File: config.mk
export PLATFORM = sky130hd
export DESIGN_NAME = async_serial_rx_errors_and_irq
export DESIGN_NICKNAME = d
export VERILOG_FILES = /design/src/logic/async_serial_rx_errors_and_irq.v
export VERILOG_INCLUDE_DIRS = /design/src /design/src/logic
export SDC_FILE = /design/constraint.sdc
export NUM_CORES = 1
export LEC_CHECK = 0
export ABC_CLOCK_PERIOD_IN_PS = 2100
export BUFFER_PORTS_ARGS = -buffer_cell sky130_fd_sc_hd__buf_2
export CAP_MARGIN = 10
export CORE_UTILIZATION = 44
export CTS_CLUSTER_DIAMETER = 40
export CTS_CLUSTER_SIZE = 8
export DETAILED_ROUTE_END_ITERATION = 16
export GPL_TIMING_DRIVEN = 0
export PLACE_DENSITY = 0.85
export SLEW_MARGIN = 25
export SYNTH_ARGS = -nofsm -noshare
export SYNTH_HDL_FRONTEND = slang
export SYNTH_SLANG_ARGS = --single-unit
File: constraint.sdc
create_clock -name aclk -period 2.1 [get_ports aclk]
set_clock_uncertainty 0.05 [all_clocks]
set_input_delay 0.525 -clock aclk [delete_from_list [all_inputs] [get_ports aclk]]
set_output_delay 0.525 -clock aclk [all_outputs]
set_load 0.005 [all_outputs]
File: src/logic/serial_rx_err_regs.vh
`ifndef SERIAL_RX_ERR_REGS_VH
`define SERIAL_RX_ERR_REGS_VH
// register indices; byte address is four times the index
`define CFG_INDEX        20'hFF48
`define CTRL_INDEX       20'hFF49
`define IRQ_CTRL_INDEX   20'hFF4C
`define IRQ_FLAG_INDEX   20'hFF4D
`define CFG_ADDR         20'h3FD20
`define CTRL_ADDR        20'h3FD24
`define IRQ_CTRL_ADDR    20'h3FD30
`define IRQ_FLAG_ADDR    20'h3FD34
// serial_config fields
`define CFG_PIN_SEL      0
`define CFG_MODE_LO      1
`define CFG_MODE_HI      2
`define CFG_SRC_LO       3
`define CFG_SRC_HI       4
`define CFG_ODD          5
`define CFG_PAR_EN       6
`define CFG_RESET        7'h00
// serial_control_status fields
`define CTRL_TX_PERMIT   0
`define CTRL_RX_PERMIT   2
`define CTRL_RELEASE     3
`define CTRL_OVERRUN     4
`define CTRL_PARITY      5
`define CTRL_FRAME       6
// irq control and flag fields
`define IRQ_TX           0
`define IRQ_RX           1
`define IRQ_ERR          2
`define IRQ_PRIO_LO      4
`define IRQ_PRIO_HI      5
// vector addresses
`define VEC_TX_DONE      24'h00002C
`define VEC_RX_DONE      24'h00002A
`define VEC_ERROR        24'h000028
// oversampling: last tick of each 16-tick bit and mid-bit point
`define OS_LAST          4'hF
`define OS_MID           4'h7
// axi responses
`define RESP_OKAY        2'h0
`define RESP_SLVERR      2'h2
`endif

File: src/logic/async_serial_rx_errors_and_irq.v
`timescale 1ns/1ns
`include "serial_rx_err_regs.vh"
// Notes on behaviour
// - with parity on, check each character at buffer load; mismatch sets parity and error flags
// - even parity: ones over data plus parity even; odd parity: odd
// - no parity check or parity error while parity is disabled
// - parity error flag clears on writing 1; writing 0 does nothing
// - stop bit sampled low sets framing error and error flags
// - framing error flag clears on writing 1; writing 0 does nothing
// - erroneous characters are still loaded and reception continues
// - character done before buffer release sets overrun and error flags
// - release written in the load cycle counts as overrun
// - overrun error flag clears on writing 1; writing 0 does nothing
// - transmit done sets tx done flag; vector 00002C
// - buffer load sets rx done flag; vector 00002A
// - parity or framing error also sets rx done flag
// - all three errors share the error flag, vector 000028
// - request needs enable 1 and priority above cpu mask level
// - flags set even while their enable is 0
// - interrupt flags clear on writing 1; writing 0 does nothing
// - two-bit priority shared by the three sources, levels 0 to 3
// - config D0 selects serial pins when 1, port pins when 0; resets 0
// - D2:D1 mode: 11 async 8-bit, 10 async 7-bit, 01/00 synchronous; here 01/00 only hold the receiver idle
// - D4:D3 clock source: timer, osc/4, osc/8, osc/16; resets 00
// - D5 odd parity when 1, D6 parity enable; both reset 0
// - an overrun does not set the rx done flag
// - writing 0 to receive permit stops reception and clears error flags
module async_serial_rx_errors_and_irq #(
  parameter ADDR_W = 20
) (
  input  wire              aclk,
  input  wire              aresetn,
  input  wire [ADDR_W-1:0] awaddr,
  input  wire              awvalid,
  output reg               awready,
  input  wire [31:0]       wdata,
  input  wire [3:0]        wstrb,
  input  wire              wvalid,
  output reg               wready,
  output reg  [1:0]        bresp,
  output reg               bvalid,
  input  wire              bready,
  input  wire [ADDR_W-1:0] araddr,
  input  wire              arvalid,
  output reg               arready,
  output reg  [31:0]       rdata,
  output reg  [1:0]        rresp,
  output reg               rvalid,
  input  wire              rready,
  input  wire              serial_rx_pin,
  input  wire              timer_tick,
  input  wire              tx_shift_done,
  input  wire              cpu_mask_lo,
  input  wire              cpu_mask_hi,
  output reg               pin_function_select,
  output reg  [1:0]        xfer_mode,
  output reg  [1:0]        clk_src,
  output reg               tx_permit,
  output reg  [7:0]        rx_buffer,
  output reg               rx_load,
  output reg  [2:0]        irq_req,
  output reg  [23:0]       irq_vector
);

  localparam IDLE  = 2'b00;
  localparam START = 2'b01;
  localparam DATA  = 2'b10;
  localparam STOP  = 2'b11;

  reg        parity_enable;
  reg        parity_odd_select;
  reg        rx_permit;
  reg        buffer_full;
  reg        parity_err_flag;
  reg        frame_err_flag;
  reg        overrun_err_flag;
  reg        tx_done_irq_flag;
  reg        rx_done_irq_flag;
  reg        error_irq_flag;
  reg        tx_done_irq_en;
  reg        rx_done_irq_en;
  reg        error_irq_en;
  reg        serial_prio_lo;
  reg        serial_prio_hi;
  reg        rx_meta;
  reg        rx_sync;
  reg [3:0]  div_cnt;
  reg        tick;
  reg [1:0]  state;
  reg [3:0]  os_cnt;
  reg [3:0]  bit_cnt;
  reg [8:0]  shreg;
  reg [ADDR_W-1:0] wr_addr;
  reg [7:0]  wr_byte;
  reg        wr_en;
  reg [31:0] next_rdata;
  reg        rd_hit;

  wire       rx_line   = pin_function_select ? rx_sync : 1'b1;
  wire       async_on  = xfer_mode[1] & rx_permit;
  wire [3:0] char_bits = (xfer_mode[0] ? 4'd8 : 4'd7) + {3'b000, parity_enable};
  wire       stop_hit  = tick && state == STOP && os_cnt == `OS_LAST;
  // character bits collect at the top of shreg; move them down to bit 0
  wire [8:0] aligned   = shreg >> (4'h9 - char_bits);
  wire       par_bad   = parity_enable & ((^aligned) != parity_odd_select);
  // stop bit is read live at its sample, it never enters shreg
  wire       frm_bad   = ~rx_line;
  wire       wr_ctrl   = wr_en && wr_addr == `CTRL_ADDR;
  wire       wr_flag   = wr_en && wr_addr == `IRQ_FLAG_ADDR;
  wire       release_w = wr_ctrl && wr_byte[`CTRL_RELEASE];
  // a release landing with the load is too late to save the old byte
  wire       ovr_bad   = stop_hit & (buffer_full | release_w);
  wire       clear_err = wr_ctrl && !wr_byte[`CTRL_RX_PERMIT];
  wire [1:0] prio      = {serial_prio_hi, serial_prio_lo};
  wire       prio_ok   = prio > {cpu_mask_hi, cpu_mask_lo};

  // aw and w are taken together so the write never needs a holding slot
  always @(posedge aclk) begin
    if (!aresetn) begin
      awready <= 1'b0;
      wready  <= 1'b0;
      bvalid  <= 1'b0;
      bresp   <= `RESP_OKAY;
      wr_en   <= 1'b0;
      wr_addr <= {ADDR_W{1'b0}};
      wr_byte <= 8'h00;
    end else begin
      wr_en <= 1'b0;
      if (!awready && awvalid && wvalid && !bvalid && !wr_en) begin
        awready <= 1'b1;
        wready  <= 1'b1;
      end else begin
        awready <= 1'b0;
        wready  <= 1'b0;
      end
      if (awready) begin
        wr_en   <= wstrb[0];
        wr_addr <= awaddr;
        wr_byte <= wdata[7:0];
        bvalid  <= 1'b1;
        if (awaddr == `CFG_ADDR || awaddr == `CTRL_ADDR || awaddr == `IRQ_CTRL_ADDR ||
            awaddr == `IRQ_FLAG_ADDR)
          bresp <= `RESP_OKAY;
        else
          bresp <= `RESP_SLVERR;
      end else if (bvalid && bready) begin
        bvalid <= 1'b0;
      end
    end
  end

  always @* begin
    next_rdata = 32'h00000000;
    rd_hit     = 1'b1;
    if (araddr == `CFG_ADDR) begin
      next_rdata[6:0] = {parity_enable, parity_odd_select, clk_src, xfer_mode, pin_function_select};
    end else if (araddr == `CTRL_ADDR) begin
      next_rdata[`CTRL_FRAME]     = frame_err_flag;
      next_rdata[`CTRL_PARITY]    = parity_err_flag;
      next_rdata[`CTRL_OVERRUN]   = overrun_err_flag;
      next_rdata[`CTRL_RELEASE]   = async_on & ~buffer_full;
      next_rdata[`CTRL_RX_PERMIT] = rx_permit;
      next_rdata[`CTRL_TX_PERMIT] = tx_permit;
    end else if (araddr == `IRQ_CTRL_ADDR) begin
      next_rdata[`IRQ_PRIO_HI] = serial_prio_hi;
      next_rdata[`IRQ_PRIO_LO] = serial_prio_lo;
      next_rdata[2:0]          = {error_irq_en, rx_done_irq_en, tx_done_irq_en};
    end else if (araddr == `IRQ_FLAG_ADDR) begin
      next_rdata[2:0] = {error_irq_flag, rx_done_irq_flag, tx_done_irq_flag};
    end else begin
      rd_hit = 1'b0;
    end
  end

  always @(posedge aclk) begin
    if (!aresetn) begin
      arready <= 1'b0;
      rvalid  <= 1'b0;
      rdata   <= 32'h00000000;
      rresp   <= `RESP_OKAY;
    end else begin
      arready <= !arready && arvalid && !rvalid;
      if (arready) begin
        rvalid <= 1'b1;
        rdata  <= next_rdata;
        rresp  <= rd_hit ? `RESP_OKAY : `RESP_SLVERR;
      end else if (rvalid && rready) begin
        rvalid <= 1'b0;
      end
    end
  end

  // configuration and enables
  always @(posedge aclk) begin
    if (!aresetn) begin
      {parity_enable, parity_odd_select, clk_src, xfer_mode, pin_function_select} <= `CFG_RESET;
      rx_permit      <= 1'b0;
      tx_permit      <= 1'b0;
      tx_done_irq_en <= 1'b0;
      rx_done_irq_en <= 1'b0;
      error_irq_en   <= 1'b0;
      serial_prio_lo <= 1'b0;
      serial_prio_hi <= 1'b0;
    end else if (wr_en) begin
      // no storage behind bit 7, so a write there falls away
      if (wr_addr == `CFG_ADDR) begin
        pin_function_select <= wr_byte[`CFG_PIN_SEL];
        xfer_mode           <= wr_byte[`CFG_MODE_HI:`CFG_MODE_LO];
        clk_src             <= wr_byte[`CFG_SRC_HI:`CFG_SRC_LO];
        parity_odd_select   <= wr_byte[`CFG_ODD];
        parity_enable       <= wr_byte[`CFG_PAR_EN];
      end else if (wr_addr == `CTRL_ADDR) begin
        rx_permit <= wr_byte[`CTRL_RX_PERMIT];
        tx_permit <= wr_byte[`CTRL_TX_PERMIT];
      end else if (wr_addr == `IRQ_CTRL_ADDR) begin
        tx_done_irq_en <= wr_byte[`IRQ_TX];
        rx_done_irq_en <= wr_byte[`IRQ_RX];
        error_irq_en   <= wr_byte[`IRQ_ERR];
        serial_prio_lo <= wr_byte[`IRQ_PRIO_LO];
        serial_prio_hi <= wr_byte[`IRQ_PRIO_HI];
      end
    end
  end

  // pin crosses into aclk through two flops
  always @(posedge aclk) begin
    if (!aresetn) begin
      rx_meta <= 1'b1;
      rx_sync <= 1'b1;
    end else begin
      rx_meta <= serial_rx_pin;
      rx_sync <= rx_meta;
    end
  end

  // sample tick: aclk stands in for the main oscillator
  // timer_tick is taken as a one-cycle pulse already on aclk
  always @(posedge aclk) begin
    if (!aresetn) begin
      div_cnt <= 4'h0;
      tick    <= 1'b0;
    end else begin
      div_cnt <= div_cnt + 4'h1;
      case (clk_src)
        2'b11:   tick <= timer_tick;
        2'b10:   tick <= div_cnt[1:0] == 2'b11;
        2'b01:   tick <= div_cnt[2:0] == 3'b111;
        default: tick <= div_cnt == 4'hF;
      endcase
    end
  end

  // receiver, 16 ticks per bit
  always @(posedge aclk) begin
    if (!aresetn) begin
      state   <= IDLE;
      os_cnt  <= 4'h0;
      bit_cnt <= 4'h0;
      shreg   <= 9'h000;
    end else if (!async_on) begin
      state <= IDLE;
    end else if (tick) begin
      os_cnt <= os_cnt + 4'h1;
      case (state)
        IDLE: begin
          os_cnt <= 4'h0;
          if (!rx_line)
            state <= START;
        end
        START: begin
          // a start that is high again at mid-bit is a glitch, not a frame
          if (os_cnt == `OS_MID) begin
            os_cnt  <= 4'h0;
            bit_cnt <= 4'h0;
            state   <= rx_line ? IDLE : DATA;
          end
        end
        DATA: begin
          if (os_cnt == `OS_LAST) begin
            shreg   <= {rx_line, shreg[8:1]};
            bit_cnt <= bit_cnt + 4'h1;
            if (bit_cnt == char_bits - 4'h1)
              state <= STOP;
          end
        end
        default: begin
          if (os_cnt == `OS_LAST)
            state <= IDLE;
        end
      endcase
    end
  end

  // buffer load and error flags; a set wins over a clear in the same cycle
  always @(posedge aclk) begin
    if (!aresetn) begin
      rx_buffer        <= 8'h00;
      rx_load          <= 1'b0;
      buffer_full      <= 1'b0;
      parity_err_flag  <= 1'b0;
      frame_err_flag   <= 1'b0;
      overrun_err_flag <= 1'b0;
    end else begin
      rx_load <= stop_hit & async_on;
      if (stop_hit & async_on) begin
        // 7-bit mode leaves the parity bit in bit 7, masked off here
        rx_buffer   <= aligned[7:0] & (xfer_mode[0] ? 8'hFF : 8'h7F);
        buffer_full <= 1'b1;
      end else if (release_w) begin
        buffer_full <= 1'b0;
      end
      if (stop_hit & async_on & par_bad)
        parity_err_flag <= 1'b1;
      else if (clear_err || (wr_ctrl && wr_byte[`CTRL_PARITY]))
        parity_err_flag <= 1'b0;
      if (stop_hit & async_on & frm_bad)
        frame_err_flag <= 1'b1;
      else if (clear_err || (wr_ctrl && wr_byte[`CTRL_FRAME]))
        frame_err_flag <= 1'b0;
      if (async_on & ovr_bad)
        overrun_err_flag <= 1'b1;
      else if (clear_err || (wr_ctrl && wr_byte[`CTRL_OVERRUN]))
        overrun_err_flag <= 1'b0;
    end
  end

  // interrupt factor flags, set even while disabled
  always @(posedge aclk) begin
    if (!aresetn) begin
      tx_done_irq_flag <= 1'b0;
      rx_done_irq_flag <= 1'b0;
      error_irq_flag   <= 1'b0;
    end else begin
      if (tx_shift_done)
        tx_done_irq_flag <= 1'b1;
      else if (wr_flag && wr_byte[`IRQ_TX])
        tx_done_irq_flag <= 1'b0;
      if (stop_hit & async_on & ~ovr_bad)
        rx_done_irq_flag <= 1'b1;
      else if (wr_flag && wr_byte[`IRQ_RX])
        rx_done_irq_flag <= 1'b0;
      if (stop_hit & async_on & (par_bad | frm_bad | ovr_bad))
        error_irq_flag <= 1'b1;
      else if (wr_flag && wr_byte[`IRQ_ERR])
        error_irq_flag <= 1'b0;
    end
  end

  // requests to the cpu; the vector ranks error over receive, receive over transmit
  always @(posedge aclk) begin
    if (!aresetn) begin
      irq_req    <= 3'b000;
      irq_vector <= 24'h000000;
    end else begin
      irq_req[`IRQ_TX]  <= tx_done_irq_flag & tx_done_irq_en & prio_ok;
      irq_req[`IRQ_RX]  <= rx_done_irq_flag & rx_done_irq_en & prio_ok;
      irq_req[`IRQ_ERR] <= error_irq_flag & error_irq_en & prio_ok;
      // vector ignores the mask level; only irq_req waits on it
      if (error_irq_flag & error_irq_en)
        irq_vector <= `VEC_ERROR;
      else if (rx_done_irq_flag & rx_done_irq_en)
        irq_vector <= `VEC_RX_DONE;
      else if (tx_done_irq_flag & tx_done_irq_en)
        irq_vector <= `VEC_TX_DONE;
      else
        irq_vector <= 24'h000000;
    end
  end

endmodule

==> qor.txt, run 1 <==
GR Overflow Total: 0
Final Util: 0.575
Initial cell density of the core: 0.459
ANT cells: 0
RSZ-0062 raised after global routing: true
CTS tree: built
Vias in the first global route: 3911
Reg-to-Reg Start: xfer_mode[0]$_SDFFE_PN0P_
Remaining DRCs: 0
R2r setup slk: -0.29 ns
Placer Congestion: 0.857
Pre-antenna DRT Iters: 5
Commonest non-fill, non-tap cell in the layout: dfxtp_1
Outcome: finished, violations left
Worst EP required: 2.27 ns
# hold bufs at CTS: 0
Synth warn: 0
# fillers: 950
Critical path peak fanout: 6
Leak pwr: 2.77 nW
Worst setup path class: reg2reg
CTS Sinks: 103
Syn avg cell area: 8.85 sq um
Register area: 0.00207 sq mm
Multi-input gate area: 0.00269 sq mm
Via count: 4475
Num CTS Buffers: 9
Vias per cell: 5.11
Die height: 109 um
Hold endpoint: rx_meta$_SDFF_PN1_
Synthesized instance count: 572
Initial DRC count: 344
Core area: 0.0110 sq mm
R2R Path End: error_irq_flag$_SDFFE_PN0P_
Total GRT Usage: 0.208
Average wire per standard cell: 14.5 um
Worst Hold Launch: serial_rx_pin
Tot Pwr: 4.00 mW
Crit path capture type: flop
Peak Freq: 418 MHz
Clock-pin slew on the worst setup and hold paths: 0.08 ns
Length in cells of the worst reg-to-reg path: 9
Die ar.: 0.0119 sq mm
Top Ports: 171
Detail Placement HPWL: 8980 um
Critical path origin: xfer_mode[0]$_SDFFE_PN0P_
Synth Register Bits: 103
Root Buffer: clkbuf_16
Hold depth: 2
Port Buf Inserts: 94
Max-cap viol count: 0
Netlist cell types: 45
CTS Buffer Depth: 2
Layout cell share with drive strength beyond 1: 0.277
Slew Limit Fails: 0
Die Span X: 109 um
Startpoint Class: flop
Initial antenna violation count: 0
Final worst slack: -0.294 ns
Violated checks: setup timing
Setup-failing EPs final: 2
Post-place setup slack: -0.208 ns
Post-route minimum period: 2.39 ns
Pwr/cell area: 631 mW/mm^2
Hold WC Path Type: in2reg
Fin nets: 829
H-tree depth: 3
Layout area overhead: 25.4%
Fin crit share: 1.14
Worst-Margin Slew: 0.722 ns
Max IR drop VDD: 0.395 mV
Clk_lat worst skew: 0.35 ns
Largest net degree at the start of global routing: 23
Global-route wire length before repair: 19000 um
Final ANT Viol Nets: 0
Worst slew margin: 0.519
Row count: 38
Worst EP arrival: 2.56 ns
Hold violation count in the final report: 0
Seq/Total Area, Yosys: 0.408
Drt total wl: 12700 um
Syn Std Cell Area: 0.00506 sq mm
Most frequent cells in the layout: dfxtp_1 (100), buf_2 (99), nor2_1 (72)
cells in the mapped netlist, drive strengths merged:
library cell	instances	area (sq um)
a211o	1	8.76
a211oi	3	22.5
a21boi	2	15.0
a21oi	41	205
a311oi	1	8.76
a31oi	3	18.8
and2	4	25.0
and3	7	43.8
and3b	1	8.76
buf	62	442
clkbuf	18	67.6
conb	1	3.75
dfxtp	103	2060
ha	10	125
inv	10	37.5
mux2i	52	521
mux4	8	195
nand2	56	210
nand2b	7	43.8
nand3	16	80.1
nand3b	5	37.5
nand4	6	37.5
nand4b	4	35.0
nor2	74	278
nor2b	12	75.1
nor3	11	65.1
nor3b	4	30.0
nor4	3	25.0
nor4b	4	35.0
o211ai	1	7.51
o21a	3	22.5
o21ai	16	80.1
o22ai	3	18.8
o31ai	1	7.51
or3	3	18.8
or4b	2	20.0
xnor2	6	52.6
xor2	8	70.1
power by group:
group          switching, mW  internal, mW  total, mW
Sequential            0.0225          1.98       2.00
Combinational          0.142         0.148      0.290
Clock                  0.845         0.865       1.71
how the worst max path moves through the flow:
stage	depth (start not counted)	to
detailed placement	10	error_irq_flag$_SDFFE_PN0P_
global placement	10	error_irq_flag$_SDFFE_PN0P_
finish	9	error_irq_flag$_SDFFE_PN0P_
global route	9	error_irq_flag$_SDFFE_PN0P_
CTS	9	error_irq_flag$_SDFFE_PN0P_
floorplan	10	error_irq_flag$_SDFFE_PN0P_
sequential cells by signal, indices dropped and copies added, names as in the netlist, 2 cells and up:
register,cells
div_cnt,4
bit_cnt,4
rx_buffer,8
wr_addr,20
irq_vector,3
state,2
irq_req,3
rdata,7
wr_byte,7
xfer_mode,2
os_cnt,4
clk_src,2
shreg,9
cell families after synthesis:
group / after synthesis / synth area share
AND/OR/NAND/NOR: 219 / 0.211
flip-flops: 103 / 0.408
buffers and inverters: 90 / 0.108
AO/OA/AOI/OAI: 75 / 0.0821
multiplexers: 60 / 0.141
XOR/XNOR: 14 / 0.0242
adder cells (fa/ha/maj): 10 / 0.0247
other: 1 / 0.000741
per-layer routing:
metal	track usage	part of all wire
met1	0.273	0.44
met2	0.340	0.48
met3	0.0269	0.061
met4	0.0914	0.028
met5	0	0
through the flow:
step           cell area, sq um  hold slack [ns]  setup TNS [ns]  std cells
6_report                   6350            0.310          -0.570        876
5_1_grt                    6350            0.336          -0.620        876
4_1_cts                    6270            0.310          -0.174        871
3_5_place_dp               5900            0.345           -1.38        852
3_3_place_gp               5900            0.341          -0.831        852
2_1_floorplan              5260            0.336               0        618
final cells by class:
cell class / count / share of cell area
clock inverters: 7 / 0.0144
plain buffers: 79 / 0.0810
well taps: 140 / 0.0276
multi-input cells: 425 / 0.424
flip-flops and latches: 103 / 0.326
repair buffers: 103 / 0.0848
clock buffers: 9 / 0.0355
inverters: 10 / 0.00670
worst max-delay path, cell delays in order (launching register included):
cell and delay (ns):
dfxtp_4 0.37, inv_4 0.05, ha_4 0.31, mux2i_1 0.42, nor3b_4 0.10, xor2_1 0.17
xnor2_1 0.20, xnor2_1 0.16, mux2i_1 0.31, o21ai_1 0.12
what timing repair did:
| action | 4_1_cts | 5_1_grt |
|---|---|---|
| setup endpoints to repair | 8 | 28 |
| pin swaps | 6 | 6 |
| gates resized for setup | 9 | 15 |
| setup buffers | 4 | 5 |
(Power assumes the default switching activity.)
==> inputs of run 2 (changes only) <==
--- a/config.mk
+++ b/config.mk
@@ -14,7 +14,7 @@
 export CTS_CLUSTER_SIZE = 8
 export DETAILED_ROUTE_END_ITERATION = 16
 export GPL_TIMING_DRIVEN = 0
-export PLACE_DENSITY = 0.85
+export PLACE_DENSITY = 0.74
 export SLEW_MARGIN = 25
 export SYNTH_ARGS = -nofsm -noshare
 export SYNTH_HDL_FRONTEND = slang
==> qor.txt, run 2 (synthesized netlist as in run 1, its figures left out) <==
DP Area: 0.00590 sq mm
RSZ-0062 raised after global routing: true
Initial cell density of the core: 0.459
CTS tree: built
Drt total wl: 12300 um
Final ANT Viol Nets: 0
Critical path peak fanout: 6
Psw: 0.919 mW
M1 WL: 5250 um
Worst setup path class: reg2reg
Fin crit share: 1.07
Initial DRC count: 145
Final worst slack: -0.140 ns
Combinational share of power: 0.073
Post-route insts no fill: 874
Fin area: 0.00633 sq mm
Pwr/cell area: 622 mW/mm^2
Via count: 4375
Layout area overhead: 25.0%
Placer Congestion: 0.859
Hold slack: 0.316 ns
Worst-Margin Slew: 0.721 ns
Worst slew margin: 0.519
Most frequent cells in the layout: dfxtp_1 (101), buf_2 (100), nor2_1 (74)
Detail Placement HPWL: 9110 um
CTS Buffer Depth: 2
Core area: 0.0110 sq mm
Startpoint Class: flop
Max reg flops: 20
Switching share of power: 0.234
Clk pwr share: 0.417
WL met2: 6140 um
Clk_lat worst skew: 0.35 ns
Commonest non-fill, non-tap cell in the layout: dfxtp_1
Crit path max-delay cell type: dfxtp_4
Max IR drop VDD: 0.538 mV
Top layer in use: met4
GR Overflow Total: 0
Max-cap viol count: 0
Final Util: 0.574
Top Ports: 171
Num CTS Buffers: 9
Clock-pin slew on the worst setup and hold paths: 0.08 ns
Crit-path cells: inv_4 -> ha_4 -> mux2i_1 -> xor2_1 -> o22ai_1 -> xor2_1 -> xnor2_1 -> mux2i_1 -> o21ai_1
Worst path top cell family by delay: XOR/XNOR gates
Average wire per standard cell: 14.0 um
Max stage delay on crit path: 0.38 ns
Post-route minimum period: 2.24 ns
Die Span X: 109 um
Sequential share of power: 0.509
Leak pwr: 2.79 nW
Outcome: finished, violations left
Peak Freq: 446 MHz
Largest net degree at the start of global routing: 18
Setup-failing EPs final: 2
Top reg by flops: wr_addr
Vias per cell: 5.01
Die ar.: 0.0119 sq mm
Critical path origin: xfer_mode[0]$_SDFFE_PN0P_
Worst EP arrival: 2.41 ns
H-tree depth: 3
Worst Hold Launch: serial_rx_pin
Fin nets: 828
ANT cells: 0
Initial antenna violation count: 0
Worst path bufs/invs: 1
Violated checks: setup timing
Pre-antenna DRT Iters: 4
R2r setup slk: -0.14 ns
Port Buf Inserts: 94
Vias in the first global route: 4079
Total GRT Usage: 0.214
Hold WC Path Type: in2reg
DR WL met3: 667 um
Die height: 109 um
Reg-to-Reg Start: xfer_mode[0]$_SDFFE_PN0P_
Slew Limit Fails: 0
Largest registers: wr_addr x20, shreg x9, rx_buffer x8
Int Pwr: 3.01 mW
Worst EP required: 2.27 ns
CTS Sinks: 103
Global-route wire length before repair: 19700 um
Crit path capture type: flop
Hold violation count in the final report: 0
# fillers: 997
Remaining DRCs: 0
Root Buffer: clkbuf_16
Row count: 38
Placed cell count: 852
Layout cell share with drive strength beyond 1: 0.272
-- run 2: changes by cell type in the layout (fill, tap and decap cells not counted), sizes merged --
cell,previous run,this run
clkbuf,29,30
clkinv,3,1
inv,14,13
-- run 2: metal layers --
layer,vias up,global-route usage
met5,-,0
met2,142,0.386
met4,0,0.0743
met1,2038,0.254
met3,14,0.0389
li1,2181,-
-- run 2: power groups by stage --
stage	sequential [mW]	combinational [mW]	clock [mW]
global placement	2.05	0.278	0
finish	2.00	0.289	1.64
global route	2.01	0.326	1.75
floorplan	2.04	0.185	0
CTS	2.00	0.286	1.66
detailed placement	2.05	0.285	0
-- run 2: final cells by class --
cell class / count / area, sq um / area share
clock inverter: 4 / 35.0 / 0.00554
multi-input combinational: 425 / 2710 / 0.428
timing repair buffer: 102 / 531 / 0.0839
clock buffer: 11 / 254 / 0.0402
inverter: 10 / 40.0 / 0.00633
buffer: 79 / 515 / 0.0815
sequential: 103 / 2070 / 0.327
tap: 140 / 175 / 0.0277
-- run 2: path summary, 6_finish.rpt --
check | to | cells after the start
hold reg to reg | rx_sync$_SDFF_PN1_ | 1
hold / removal | rx_meta$_SDFF_PN1_ | 2
setup reg to reg | error_irq_flag$_SDFFE_PN0P_ | 9
setup / recovery | error_irq_flag$_SDFFE_PN0P_ | 9
-- run 2: stage by stage --
stage                     setup TNS [ns]  setup WS (ns)  power [mW]
final                             -0.269         -0.140        3.93
after CTS                         -0.124        -0.0659        3.95
after global routing              -0.544         -0.228        4.09
after floorplan                        0         0.0596        2.23
after global placement            -0.947         -0.190        2.33
after detailed placement           -2.16         -0.223        2.33
-- run 2: what timing repair did --
item	4_1_cts	5_1_grt
resized for setup	11	13
pin swaps	7	3
hold endpoints to repair	0	0
hold buffers	0	0
setup buffers	6	2
setup endpoints to repair	20	19
-- run 2: worst register-to-register path: cells and delay by family (launching register included) --
kind / cells / cell delay [ns]
xor+xnor: 3 / 0.57
fa+ha+maj: 1 / 0.30
flops: 1 / 0.38
buf+inv: 1 / 0.05
mux: 2 / 0.55
compound gates: 2 / 0.20
